==> config.mk <==
export PLATFORM = sky130hd
export DESIGN_NAME = serial0_ctrl
export DESIGN_NICKNAME = d
export VERILOG_FILES = /design/src/hdl/serial0_pkg.sv /design/src/hdl/line_if.sv /design/src/hdl/line_sampler.sv /design/src/hdl/serial0_ctrl.sv
export SDC_FILE = /design/constraint.sdc
export NUM_CORES = 1
export LEC_CHECK = 0
export ABC_AREA = 0
export BUFFER_PORTS_ARGS = -buffer_cell sky130_fd_sc_hd__clkbuf_2
export CORE_MARGIN = 2
export CORE_UTILIZATION = 55
export CTS_CLUSTER_SIZE = 10
export DETAILED_ROUTE_END_ITERATION = 12
export PLACE_DENSITY = 0.85
export SYNTH_ARGS = -nofsm -noshare
export SYNTH_HDL_FRONTEND = slang
export SYNTH_SLANG_ARGS = --single-unit
==> constraint.sdc <==
create_clock -name ref_clk -period 4 [get_ports ref_clk]
set_input_delay 0.2 -clock ref_clk [delete_from_list [all_inputs] [get_ports ref_clk]]
set_output_delay 0.2 -clock ref_clk [all_outputs]
set_load 0.02 [all_outputs]
==> src/hdl/serial0_pkg.sv <==
// serial interface 0 control package: register map, field layout, reset values, timing
// assumes a 125 MHz reference clock and a 6-bit register address with 4-bit data
package serial0_pkg;
  localparam int ADDR_W = 6;
  localparam int DATA_W = 4;
  localparam logic [ADDR_W-1:0] ADDR_MODE = 6'h08;
  localparam logic [ADDR_W-1:0] ADDR_WAIT_CONTROL = 6'h18;
  localparam logic [ADDR_W-1:0] ADDR_WAIT_STATUS = 6'h19;
  localparam logic [ADDR_W-1:0] ADDR_CLOCK_COUNT_STATUS = 6'h28;
  localparam logic [ADDR_W-1:0] ADDR_INTERRUPT_POINT = 6'h38;
  localparam logic [ADDR_W-1:0] ADDR_SHIFT_RATE_SELECT = 6'h39;
  localparam logic [ADDR_W-1:0] ADDR_EVENT_STATUS = 6'h3a;
  localparam logic [ADDR_W-1:0] ADDR_EVENT_MASK = 6'h3b;
  // wait control field positions
  localparam int BIT_ACK_LEVEL = 3;
  localparam int BIT_WAIT_INHIBIT = 2;
  // mode field positions
  localparam int BIT_WIRE_COUNT = 3;
  localparam int BIT_BUS_MODE = 2;
  localparam int BIT_CLOCK_DIR = 1;
  // {wire_count_select, bus_mode_select}
  localparam logic [1:0] MODE_TWO_WIRE = 2'h0;
  localparam logic [1:0] MODE_BUS = 2'h1;
  localparam logic [1:0] MODE_THREE_WIRE = 2'h2;
  localparam logic [1:0] MODE_PROHIBITED = 2'h3;
  // wait timing codes
  localparam logic [1:0] WAIT_NONE = 2'h0;
  localparam logic [1:0] WAIT_AFTER_8 = 2'h1;
  localparam logic [1:0] WAIT_AFTER_9 = 2'h2;
  localparam logic [1:0] WAIT_BUS_8 = 2'h3;
  // interrupt point codes
  localparam logic [1:0] IRQ_AT_7 = 2'h0;
  localparam logic [1:0] IRQ_AT_8 = 2'h1;
  localparam logic [1:0] IRQ_AT_7_AFTER_START = 2'h2;
  localparam logic [1:0] IRQ_AT_STOP = 2'h3;
  // event status bits
  localparam int EV_POINT = 0;
  localparam int EV_WAIT = 1;
  localparam int EV_START = 2;
  localparam int EV_STOP = 3;
  localparam logic [3:0] CNT_7 = 4'h7;
  localparam logic [3:0] CNT_8 = 4'h8;
  localparam logic [3:0] CNT_9 = 4'h9;
  localparam logic [3:0] RESET_WAIT_CONTROL = 4'h0;
  localparam logic [3:0] RESET_MODE = 4'h0;
  localparam logic [1:0] RESET_INTERRUPT_POINT = 2'h0;
  localparam logic [1:0] RESET_SHIFT_RATE = 2'h0;
  localparam logic [3:0] RESET_EVENT_MASK = 4'h0;
  // shift clock timing
  localparam int REF_CLK_HZ = 125000000;
  localparam int RATE_0_HZ = 37500;
  localparam int RATE_1_HZ = 75000;
  localparam int RATE_2_HZ = 112500;
  localparam int RATE_3_HZ = 225000;
  localparam int HALF_W = 11;
  localparam logic [HALF_W-1:0] HALF_0 = HALF_W'(REF_CLK_HZ / (2 * RATE_0_HZ));
  localparam logic [HALF_W-1:0] HALF_1 = HALF_W'(REF_CLK_HZ / (2 * RATE_1_HZ));
  localparam logic [HALF_W-1:0] HALF_2 = HALF_W'(REF_CLK_HZ / (2 * RATE_2_HZ));
  localparam logic [HALF_W-1:0] HALF_3 = HALF_W'(REF_CLK_HZ / (2 * RATE_3_HZ));
endpackage

==> src/hdl/line_if.sv <==
// synchronised serial line levels and conditions, from the line sampler to the control core
// assumes both ends run on ref_clk
`timescale 1ns/100ps
interface line_if;
  logic sda_lvl;
  logic scl_rise;
  logic scl_fall;
  logic start_det;
  logic stop_det;
  modport src (output sda_lvl, scl_rise, scl_fall, start_det, stop_det);
  modport dst (input sda_lvl, scl_rise, scl_fall, start_det, stop_det);
endinterface

==> src/hdl/line_sampler.sv <==
// two-flop synchroniser and edge / start / stop detection for the serial clock and data pins
// assumes pins are asynchronous to ref_clk and far slower than it
`timescale 1ns/100ps
module line_sampler (
  input wire logic ref_clk,
  input wire logic sys_rst,
  input wire logic scl_i,
  input wire logic sda_i,
  line_if.src ln
);
  typedef struct packed {
    logic [1:0] meta;
    logic [1:0] sync;
    logic [1:0] prev;
  } samp_t;
  samp_t q, d;

  always_comb begin
    d = q;
    d.meta = {scl_i, sda_i};
    d.sync = q.meta;
    d.prev = q.sync;
  end

  always_ff @(posedge ref_clk or posedge sys_rst) begin
    if (sys_rst) begin
      q <= '{meta: 2'h3, sync: 2'h3, prev: 2'h3};
    end else begin
      q <= d;
    end
  end

  assign ln.sda_lvl = q.sync[0];
  assign ln.scl_rise = q.sync[1] & ~q.prev[1];
  assign ln.scl_fall = ~q.sync[1] & q.prev[1];
  // data moving while the clock stays high marks a bus condition
  assign ln.start_det = q.sync[1] & q.prev[1] & ~q.sync[0] & q.prev[0];
  assign ln.stop_det = q.sync[1] & q.prev[1] & q.sync[0] & ~q.prev[0];
endmodule // line_sampler

==> src/hdl/serial0_ctrl.sv <==
// serial interface 0 control and status: wait, acknowledge, clock count, interrupt point, shift rate
// assumes a 125 MHz ref_clk, register port strobes on ref_clk, clock_stop_rst and ce_rst synchronous
// Functional notes
// - The wait timing field picks no wait, a wait after 8 clocks, after 9 clocks, or the bus-mode 8-clock wait.
// - Writing the wait inhibit bit to 0 allows waits and writing it to 1 suppresses them.
// - In bus mode software sets the acknowledge level driven and reads back the level seen from the peer.
// - The wait status bit reads 0 while waiting and 1 while a transfer runs.
// - The eighth-clock flag sets when the clock count is 8 and clears when it is 0 or 1.
// - The ninth-clock flag sets when the clock count is 9 and clears when it is 0 or 1.
// - In bus mode the start-phase flag holds from a start condition to the ninth clock of the next byte.
// - In bus mode the bus-busy flag holds from a start condition to the next stop condition.
// - The interrupt point selects 7th clock, 8th clock, 7th clock after start, or stop condition.
// - The shift rate field gives 37.5, 75, 112.5 or 225 kHz and survives clock stop.
// - Two mode bits choose two-wire, bus or three-wire operation, with one combination prohibited.
// - The clock direction bit chooses the external clock at 0 and the internal clock at 1.
`timescale 1ns/100ps
module serial0_ctrl (
  input wire logic ref_clk,
  input wire logic sys_rst,
  input wire logic clock_stop_rst,
  input wire logic ce_rst,
  input wire logic [serial0_pkg::ADDR_W-1:0] reg_addr,
  input wire logic [serial0_pkg::DATA_W-1:0] reg_wdata,
  input wire logic reg_wr,
  input wire logic reg_rd,
  output logic [serial0_pkg::DATA_W-1:0] reg_rdata,
  output logic irq,
  input wire logic scl_i,
  output logic scl_o,
  output logic scl_oe,
  input wire logic sda_i,
  output logic sda_o,
  output logic sda_oe
);
  import serial0_pkg::*;

  typedef struct packed {
    logic [3:0] mode;
    logic [3:0] wait_ctl;
    logic ack_seen;
    logic [1:0] irq_point;
    logic [1:0] shift_rate;
    logic [3:0] cnt;
    logic eighth_clock_flag;
    logic ninth_clock_flag;
    logic start_phase_flag;
    logic bus_busy_flag;
    logic waiting;
    logic xfer;
    logic ack_win;
    logic [HALF_W-1:0] div;
    logic scl_gen;
    logic [3:0] ev_status;
    logic [3:0] ev_mask;
    logic [3:0] rdata;
    logic irq;
    logic scl_o;
    logic scl_oe;
    logic sda_oe;
  } ctrl_t;

  ctrl_t q, d;
  line_if ln ();

  line_sampler u_sampler (
    .ref_clk(ref_clk),
    .sys_rst(sys_rst),
    .scl_i(scl_i),
    .sda_i(sda_i),
    .ln(ln)
  );

  logic bus;
  logic active;
  logic internal;
  logic rise;
  logic fall;
  logic [3:0] lim;
  logic [3:0] wait_at;
  logic [HALF_W-1:0] half;
  logic point_ev;
  logic [3:0] ev_set;
  logic wait_entry;

  always_comb begin
    d = q;
    bus = q.mode[BIT_WIRE_COUNT:BIT_BUS_MODE] == MODE_BUS;
    active = q.mode[BIT_WIRE_COUNT:BIT_BUS_MODE] != MODE_PROHIBITED;
    internal = q.mode[BIT_CLOCK_DIR];
    rise = ln.scl_rise & active;
    fall = ln.scl_fall & active;
    lim = bus ? CNT_9 : CNT_8;
    wait_entry = 1'b0;
    case (q.shift_rate)
      2'h0: half = HALF_0;
      2'h1: half = HALF_1;
      2'h2: half = HALF_2;
      default: half = HALF_3;
    endcase
    case (q.wait_ctl[1:0])
      WAIT_AFTER_8: wait_at = CNT_8;
      WAIT_AFTER_9: wait_at = CNT_9;
      WAIT_BUS_8: wait_at = bus ? CNT_8 : 4'h0;
      default: wait_at = 4'h0;
    endcase
    // internal shift clock runs only while a transfer is open
    if (internal && active && q.xfer && !q.waiting) begin
      if (q.div == '0) begin
        d.div = half - HALF_W'(1);
        d.scl_gen = ~q.scl_gen;
      end else begin
        d.div = q.div - HALF_W'(1);
      end
    end else begin
      d.div = '0;
      d.scl_gen = 1'b1;
    end
    if (bus && ln.start_det) begin
      d.cnt = 4'h0;
    end else if (rise) begin
      d.cnt = (q.cnt >= lim) ? 4'h1 : q.cnt + 4'h1;
      d.xfer = ~q.waiting;
    end
    // flags hold between the set and clear counts
    if (q.cnt == CNT_8) begin
      d.eighth_clock_flag = 1'b1;
    end else if (q.cnt <= 4'h1) begin
      d.eighth_clock_flag = 1'b0;
    end
    if (q.cnt == CNT_9) begin
      d.ninth_clock_flag = 1'b1;
    end else if (q.cnt <= 4'h1) begin
      d.ninth_clock_flag = 1'b0;
    end
    if (!bus) begin
      d.start_phase_flag = 1'b0;
      d.bus_busy_flag = 1'b0;
    end else begin
      if (ln.start_det) begin
        d.start_phase_flag = 1'b1;
      end else if (rise && q.cnt == CNT_8) begin
        d.start_phase_flag = 1'b0;
      end
      if (ln.start_det) begin
        d.bus_busy_flag = 1'b1;
      end else if (ln.stop_det) begin
        d.bus_busy_flag = 1'b0;
      end
    end
    if (bus && rise && q.cnt == CNT_8) begin
      d.ack_seen = ln.sda_lvl;
    end
    // acknowledge slot spans the low and high phase of the ninth clock
    if (!bus || ln.start_det || ln.stop_det) begin
      d.ack_win = 1'b0;
    end else if (fall && q.cnt == CNT_8) begin
      d.ack_win = 1'b1;
    end else if (fall && q.cnt == CNT_9) begin
      d.ack_win = 1'b0;
    end
    if (fall && !q.wait_ctl[BIT_WAIT_INHIBIT] && wait_at != 4'h0 && q.cnt == wait_at) begin
      d.waiting = 1'b1;
      d.xfer = 1'b0;
      wait_entry = 1'b1;
    end else if (fall && q.cnt == lim) begin
      d.xfer = 1'b0;
    end
    case (q.irq_point)
      IRQ_AT_7: point_ev = rise && q.cnt == CNT_7 - 4'h1;
      IRQ_AT_8: point_ev = rise && q.cnt == CNT_8 - 4'h1;
      IRQ_AT_7_AFTER_START: point_ev = rise && q.cnt == CNT_7 - 4'h1 && q.start_phase_flag;
      default: point_ev = bus && ln.stop_det;
    endcase
    ev_set = '0;
    ev_set[EV_POINT] = point_ev;
    ev_set[EV_WAIT] = wait_entry;
    ev_set[EV_START] = bus && ln.start_det;
    ev_set[EV_STOP] = bus && ln.stop_det;
    if (reg_wr) begin
      case (reg_addr)
        ADDR_MODE: d.mode = reg_wdata;
        ADDR_WAIT_CONTROL: begin
          // writing the wait control word resumes or opens a transfer
          d.wait_ctl = reg_wdata;
          d.waiting = 1'b0;
          d.xfer = 1'b1;
        end
        ADDR_INTERRUPT_POINT: d.irq_point = reg_wdata[1:0];
        ADDR_SHIFT_RATE_SELECT: d.shift_rate = reg_wdata[1:0];
        ADDR_EVENT_MASK: d.ev_mask = reg_wdata;
        default: ;
      endcase
    end
    // a clearing read never loses a same-cycle event
    d.ev_status = ((reg_rd && reg_addr == ADDR_EVENT_STATUS) ? 4'h0 : q.ev_status) | ev_set;
    d.rdata = 4'h0;
    if (reg_rd) begin
      case (reg_addr)
        ADDR_MODE: d.rdata = q.mode;
        ADDR_WAIT_CONTROL: d.rdata = {q.ack_seen, q.wait_ctl[2:0]};
        ADDR_WAIT_STATUS: d.rdata = {3'h0, q.xfer};
        ADDR_CLOCK_COUNT_STATUS: begin
          d.rdata = {q.eighth_clock_flag, q.ninth_clock_flag, q.start_phase_flag, q.bus_busy_flag};
        end
        ADDR_INTERRUPT_POINT: d.rdata = {2'h0, q.irq_point};
        ADDR_SHIFT_RATE_SELECT: d.rdata = {2'h0, q.shift_rate};
        ADDR_EVENT_STATUS: d.rdata = q.ev_status;
        ADDR_EVENT_MASK: d.rdata = q.ev_mask;
        default: d.rdata = 4'h0;
      endcase
    end
    // irq_point, shift_rate and mask survive these resets
    if (clock_stop_rst || ce_rst) begin
      d.mode = RESET_MODE;
      d.wait_ctl = RESET_WAIT_CONTROL;
      d.ack_seen = 1'b0;
      d.xfer = 1'b0;
      d.waiting = 1'b0;
      d.ack_win = 1'b0;
      d.cnt = 4'h0;
      d.eighth_clock_flag = 1'b0;
      d.ninth_clock_flag = 1'b0;
      d.start_phase_flag = 1'b0;
      d.bus_busy_flag = 1'b0;
      d.ev_status = 4'h0;
    end
    d.irq = |(d.ev_status & d.ev_mask);
    // pin drive; the bus is open drain, three-wire internal clock is push-pull
    if (d.waiting) begin
      d.scl_o = 1'b0;
      d.scl_oe = 1'b1;
    end else if (internal && active && d.mode[BIT_WIRE_COUNT]) begin
      d.scl_o = d.scl_gen;
      d.scl_oe = 1'b1;
    end else if (internal && active) begin
      d.scl_o = 1'b0;
      d.scl_oe = ~d.scl_gen;
    end else begin
      d.scl_o = 1'b0;
      d.scl_oe = 1'b0;
    end
    d.sda_oe = d.ack_win & ~d.wait_ctl[BIT_ACK_LEVEL];
  end

  always_ff @(posedge ref_clk or posedge sys_rst) begin
    if (sys_rst) begin
      q <= '0;
      q.scl_gen <= 1'b1;
    end else begin
      q <= d;
    end
  end

  assign reg_rdata = q.rdata;
  assign irq = q.irq;
  assign scl_o = q.scl_o;
  assign scl_oe = q.scl_oe;
  assign sda_o = 1'b0;
  assign sda_oe = q.sda_oe;
endmodule // serial0_ctrl

==> metrics.txt, run 1 <==
Tcrit/Tclk final=80.9%; maximum resistive drop on vdd=0.250 mV; actual slew at the worst max-slew pin=784 ps; critical path class=reg2reg; GRT Resource Usage Total=24.4%; Synth top area share=41.6%; Fmax achieved=0.309 GHz; IO Pins=27; area grow syn2layout=11.0%; crit end category=register; GPL Wtd Cong=0.867; clk slew on worst S/H paths=70 ps; Root Driver=clkbuf_8; Core ar.=5440 sq um; register area share after synthesis=47.6%; die width=78.7 um; Fillers=421; Unique masters post-synth=56; Num CTS Buffers=9; fin. max-slew vios=0; via count=2496; Synth Cell Area=3070 sq um; Final ANT Viol Nets=0; CP Launch Type=register; vias in the first global route=2450; CTS tree=built; port bufs=25; CTS sink count=58; DIE AREA=6190 sq um; Primary FF master, synth=dfrtp_1; proportion of layout cells with a drive suffix above 1=19.9%; setup_tns=0 ps; Period minus WS final=3240 ps; drt drc=0; Static Leakage=1.61 nW; Max-Cap Viols=0; DRT Wirelength=6830 um; antenna violations before repair=0; endpoint required time on the critical path=4230 ps; RSZ-0062 raised after global routing=no; Max stage delay on crit path=570 ps; Clock Path Buffers=2; global-route wire length before repair=11500 um; number of DRC markers in iteration 0=262; outcome=complete, no violations; Via-to-Cell Ratio=6.19; Starting Density=56.4%; drt wl/cell=16.9 um; HP Class=in2reg; Yosys reg bits=58; ANT cells=0; row count=27; skew final=12.0 ps; Yosys warnings=0; Rel. slew slack=47.5%; hold-fix buffer count after cts=3; cells after synthesis=303; Slowest-stage cell, CP=or4_4; nets=351; final hold viol count=0; largest net degree at the start of global routing=45; syn_area_per_cell=10.1 sq um; Final Util=62.6%; DRT Pass-1 Iters=5; gr ovfl total=0; post-CTS setup buffers=0; # setup viols final=0; CTS H-tree lvls=3; worst skew pair latency=340 ps; dpl hpwl=4770 um; WP data arrival=3470 ps; Pwr Density=367 nW/um^2; post-CTS sizing=0; Critical Path, Cell by Cell=or4_4, nor4_4, and2_1, o21bai_1, ha_1, nand2_1, nor3_1, a311oi_1, a311oi_1; largest area contributor in the netlist=dfrtp_1; Post-synth ARST share=100%; family with the most delay on the worst path=simple AND/OR/NAND/NOR gates; CP max FO=10; syn nets=328; main area contributors after synthesis=dfrtp_1 (42%), mux2i_1 (6.2%), dfstp_2 (6.0%); most used cell, CP=a311oi_1; Post-synth EDFFs=0; Die H=78.7 um; Buf/Inv on CP=0
==> per-stage QoR <==
step | total power, W | cells | hold slack (ps) | setup WS, ps | cell area (sq um)
after CTS | 0.00126 | 403 | 131 | 803 | 3410
after floorplan | 0.000723 | 303 | 204 | 1220 | 3070
after detailed placement | 0.000756 | 384 | 151 | 842 | 3190
after global routing | 0.00130 | 403 | 161 | 491 | 3410
final | 0.00125 | 403 | 144 | 763 | 3410
after global placement | 0.000751 | 384 | 145 | 980 | 3190
==> final timing paths <==
path | startpoint | end | slack (ps) | cells past startpoint
worst max-delay path | q[26]$_DFF_PP0_ | q[27]$_DFF_PP0_ | 760 | 9
worst min-delay path | reg_wdata[2] | q[46]$_DFFE_PP0P_ | 140 | 3
worst max register to register | q[26]$_DFF_PP0_ | q[27]$_DFF_PP0_ | 760 | 9
worst min register to register | u_sampler.d[3]$_DFF_PP1_ | u_sampler.d[1]$_DFF_PP1_ | 350 | 0
max in group asynchronous | sys_rst | u_sampler.d[1]$_DFF_PP1_ | 2790 | 4
min in group asynchronous | sys_rst | q[26]$_DFF_PP0_ | 330 | 3
==> placed cells by master, fill, tap and decap left out, types with 2 or more instances in the layout <==
cell type	count
a31oi_1	3
o21bai_1	3
and2_1	3
nand4_1	7
a211o_1	2
a22oi_1	2
dfrtp_1	51
clkbuf_1	3
nor3_1	3
inv_1	12
o41ai_1	2
a31o_2	2
nor4_1	3
mux4_2	2
o21ai_0	13
nand3b_1	2
nor2b_1	8
ha_1	7
clkbuf_8	12
dfstp_2	7
mux2i_1	19
nand4b_1	4
clkbuf_2	25
a311oi_1	2
xor2_1	2
mux2_2	7
a21oi_1	22
nand3_1	12
nor2_1	32
or2_2	3
dlygate4sd3_1	3
nand2b_1	5
and3_1	4
and4b_1	2
nand2_1	18
o211ai_1	2
==> routing by layer <==
metal	wire (um)	vias to the layer above	global-route usage, %
met5	0	-	0
met4	148	0	11.4
met3	510	15	5.98
met2	3390	128	38.7
met1	2780	1220	31.4
li1	-	1133	-
==> area by class of cell <==
type                            instances  area [sq um]  share of cell area, %
Sequential cell                        58          1460                   42.9
Multi-Input combinational cell        215          1460                   42.9
Clock buffer                           15           176                   5.18
Timing Repair Buffer                   29           163                   4.78
Tap cell                               72          90.1                   2.65
Inverter                               13          48.8                   1.43
Clock inverter                          1          7.51                  0.220
==> report_power, final <==
group	total, W	internal (W)	leakage, nW	switching, W
clock network	0.000499	0.000276	0.0900	0.000223
registers	0.000626	0.000605	0.778	0.0000211
logic	0.000125	0.0000516	0.740	0.0000738
total	0.00125	0.000933	1.61	0.000318
==> worst reg2reg max path, cell delays in order (launching register included) <==
cell and delay, ps:
dfrtp_1 400, or4_4 570, nor4_4 550, and2_1 250, o21bai_1 140, ha_1 230, nand2_1 80, nor3_1 430
a311oi_1 180, a311oi_1 290
==> cells by family after synthesis <==
kind of cell | after synthesis | share of synthesized area (%)
AOI/OAI and AO/OA | 60 | 12.5
xor gates and xnor gates | 3 | 0.857
adders and majority gates | 7 | 2.85
buffers and inverters | 30 | 4.81
DFF | 58 | 47.6
muxes | 28 | 10.2
other | 1 | 0.122
and+or+nand+nor | 116 | 21.0
==> cell usage after synthesis, types with 2 or more instances <==
| library cell | count |
|---|---|
| dfrtp_1 | 51 |
| nor2_1 | 32 |
| a21oi_1 | 22 |
| mux2i_1 | 19 |
| nand2_1 | 18 |
| inv_1 | 13 |
| o21ai_0 | 13 |
| nand3_1 | 12 |
| clkbuf_1 | 8 |
| nor2b_1 | 8 |
| dfstp_2 | 7 |
| ha_1 | 7 |
| mux2_2 | 7 |
| nand4_1 | 7 |
| buf_4 | 6 |
| nand2b_1 | 5 |
| and3_1 | 4 |
| nand4b_1 | 4 |
| a31oi_1 | 3 |
| and2_1 | 3 |
| nor3_1 | 3 |
| nor4_1 | 3 |
| o21bai_1 | 3 |
| or2_2 | 3 |
| a211o_1 | 2 |
| a22oi_1 | 2 |
| a311oi_1 | 2 |
| a31o_2 | 2 |
| and4b_1 | 2 |
| mux4_2 | 2 |
| nand3b_1 | 2 |
| o211ai_1 | 2 |
| o41ai_1 | 2 |
| xor2_1 | 2 |
==> state kept, by name (all words and copies together), names as in the netlist, 2 cells and up <==
signal	cells
reg_rdata	4
u_sampler.q	2
u_sampler.d	3
q	43
No activity file was read; power rests on OpenSTA's default activity.
==> run 2, diff against run 1 <==
--- a/config.mk
+++ b/config.mk
@@ -8,10 +8,10 @@
 export ABC_AREA = 0
 export BUFFER_PORTS_ARGS = -buffer_cell sky130_fd_sc_hd__clkbuf_2
 export CORE_MARGIN = 2
-export CORE_UTILIZATION = 55
+export CORE_UTILIZATION = 53
 export CTS_CLUSTER_SIZE = 10
 export DETAILED_ROUTE_END_ITERATION = 12
-export PLACE_DENSITY = 0.85
+export PLACE_DENSITY = 0.86
 export SYNTH_ARGS = -nofsm -noshare
 export SYNTH_HDL_FRONTEND = slang
 export SYNTH_SLANG_ARGS = --single-unit
==> constraint.sdc (replaced) <==
create_clock -name ref_clk -period 2.93 [get_ports ref_clk]
set_input_delay 0.1465 -clock ref_clk [delete_from_list [all_inputs] [get_ports ref_clk]]
set_output_delay 0.1465 -clock ref_clk [all_outputs]
set_load 0.02 [all_outputs]
==> metrics.txt, run 2 (synthesis results as in run 1) <==
Final ANT Viol Nets=0 (unchanged); final hold viol count=0 (unchanged); clk slew on worst S/H paths=70 ps (about the same); outcome=complete, no violations (unchanged); max reg flops=43 (unchanged); area grow syn2layout=11.4% (was 11.0%); DRT Wirelength=6840 um (was 6830 um); Static Leakage=1.60 nW (was 1.61 nW); die width=80.1 um (was 78.7 um); via count=2422 (was 2496); Critical Path, Cell by Cell=or4_4, nor4_4, and2_1, o21bai_1, ha_1, nand2_1, nor3_1, a311oi_1, a311oi_1 (unchanged); Period minus WS final=2680 ps (was 3240 ps); Max-Cap Viols=0 (unchanged); vias in the first global route=2361 (was 2450); row count=27 (unchanged); Fmax achieved=0.374 GHz (was 0.309 GHz); WP data arrival=2900 ps (was 3470 ps); Top reg by flops=q (unchanged); setup_tns=0 ps (unchanged); nets=353 (was 351); dpl hpwl=4770 um (about the same); CTS tree=built (unchanged); GPL Wtd Cong=0.889 (was 0.867); Slowest-stage cell, CP=or4_4 (unchanged); most used cell, CP=a311oi_1 (unchanged); Starting Density=55.4% (was 56.4%); drt wl/cell=16.9 um (about the same); worst skew pair latency=350 ps (was 340 ps); Pwr Density=493 nW/um^2 (was 367 nW/um^2); proportion of layout cells with a drive suffix above 1=21.3% (was 19.9%); Buf/Inv on CP=0 (unchanged); Place WS=307 ps (was 842 ps); global-route wire length before repair=11000 um (was 11500 um); DIE AREA=6410 sq um (was 6190 sq um); critical path class=reg2reg (unchanged); GRT Resource Usage Total=23.0% (was 24.4%); skew final=7.23 ps (was 12.0 ps); crit end category=register (unchanged); antenna violations before repair=0 (unchanged); CP Launch Type=register (unchanged); CP max FO=3 (was 10); actual slew at the worst max-slew pin=839 ps (was 784 ps); most frequent cells in the layout=dfrtp_1 (51), nor2_1 (32), clkbuf_2 (25) (unchanged); RSZ-0062 raised after global routing=no (unchanged); port bufs=25 (unchanged); Die H=80.1 um (was 78.7 um); # setup viols final=0 (unchanged); maximum resistive drop on vdd=0.321 mV (was 0.250 mV); Clock Path Buffers=2 (unchanged); Tcrit/Tclk final=91.3% (was 80.9%); endpoint required time on the critical path=3160 ps (was 4230 ps); family with the most delay on the worst path=simple AND/OR/NAND/NOR gates (unchanged); commonest non-fill, non-tap cell in the layout=dfrtp_1 (unchanged); ANT cells=0 (unchanged); Final Util=61.7% (was 62.6%); gr ovfl total=0 (unchanged); HP Class=in2reg (unchanged); number of DRC markers in iteration 0=249 (was 262); IO Pins=27 (unchanged); setup slack after layout=254 ps (was 763 ps); drt drc=0 (unchanged); Core ar.=5540 sq um (was 5440 sq um); Max stage delay on crit path=570 ps (about the same); CTS sink count=58 (unchanged); Via-to-Cell Ratio=5.98 (was 6.19); CTS H-tree lvls=3 (unchanged); Num CTS Buffers=9 (unchanged); Rel. slew slack=43.9% (was 47.5%); largest net degree at the start of global routing=40 (was 45); Root Driver=clkbuf_8 (unchanged); post-CTS setup buffers=0 (unchanged); DRT Pass-1 Iters=4 (was 5); Fillers=448 (was 421); fin. max-slew vios=0 (unchanged)
-- run 2: changes by cell type in the layout (fill, tap and decap cells not counted), sizes merged --
| cell | delta |
|---|---|
| clkbuf | -6 |
| clkinv | +3 |
| clkinvlp | +3 |
| buf | +2 |
-- run 2: path summary, 6_finish.rpt --
check	startpoint	end	slack, ps	cells after the start
max	q[26]$_DFF_PP0_	q[27]$_DFF_PP0_	250	9
min	reg_wdata[2]	q[50]$_DFFE_PP0P_	100	3
max reg2reg	q[26]$_DFF_PP0_	q[27]$_DFF_PP0_	250	9
min reg2reg	u_sampler.d[2]$_DFF_PP1_	u_sampler.ln.sda_lvl$_DFF_PP1_	360	0
max in group asynchronous	sys_rst	u_sampler.d[3]$_DFF_PP1_	1740	4
min in group asynchronous	sys_rst	q[24]$_DFF_PP0_	330	3
-- run 2: per-layer routing --
metal / routed length [um] / share of wire (%) / global-route usage, %
met1: 2930 / 43 / 28.9
met2: 3440 / 50 / 37.1
met3: 335 / 4.9 / 7.19
met4: 140 / 2.0 / 8.81
met5: 0 / 0 / 0
-- run 2: layout make-up --
| class | instances | area, sq um | area share (%) |
|---|---|---|---|
| timing repair buffer | 31 | 178 | 5.20 |
| tap | 72 | 90.1 | 2.64 |
| clock inverter | 7 | 56.3 | 1.65 |
| clock buffer | 9 | 124 | 3.63 |
| inverter | 13 | 48.8 | 1.43 |
| sequential | 58 | 1460 | 42.7 |
| multi-input combinational | 215 | 1460 | 42.7 |
-- run 2: timing repair --
| action | CTS | global route |
|---|---|---|
| endpoints found under the hold margin | 21 | 0 |
| gates resized for setup | 0 | 0 |
| hold buffers | 3 | 0 |
-- run 2: where the power goes --
part	internal, W	total [W]	switching [W]
Sequential	0.000825	0.000852	0.0000275
Combinational	0.0000735	0.000175	0.000102
Clock	0.000309	0.000657	0.000348
-- run 2: worst reg2reg max path, cell delays in order (launching register included) --
cell	delay [ps]
dfrtp_1	410
or4_4	570
nor4_4	290
and2_1	190
o21bai_1	130
ha_1	220
nand2_1	90
nor3_1	210
a311oi_1	130
a311oi_1	310
-- run 2: per-stage QoR --
step           hold WS, ps  std cells  area, sq um  total power (W)
6_report              96.7        405         3420          0.00168
3_3_place_gp           151        386         3210          0.00103
5_1_grt               93.7        405         3420          0.00175
4_1_cts               86.4        405         3420          0.00169
3_5_place_dp           160        386         3210          0.00104
2_1_floorplan          151        303         3070         0.000987
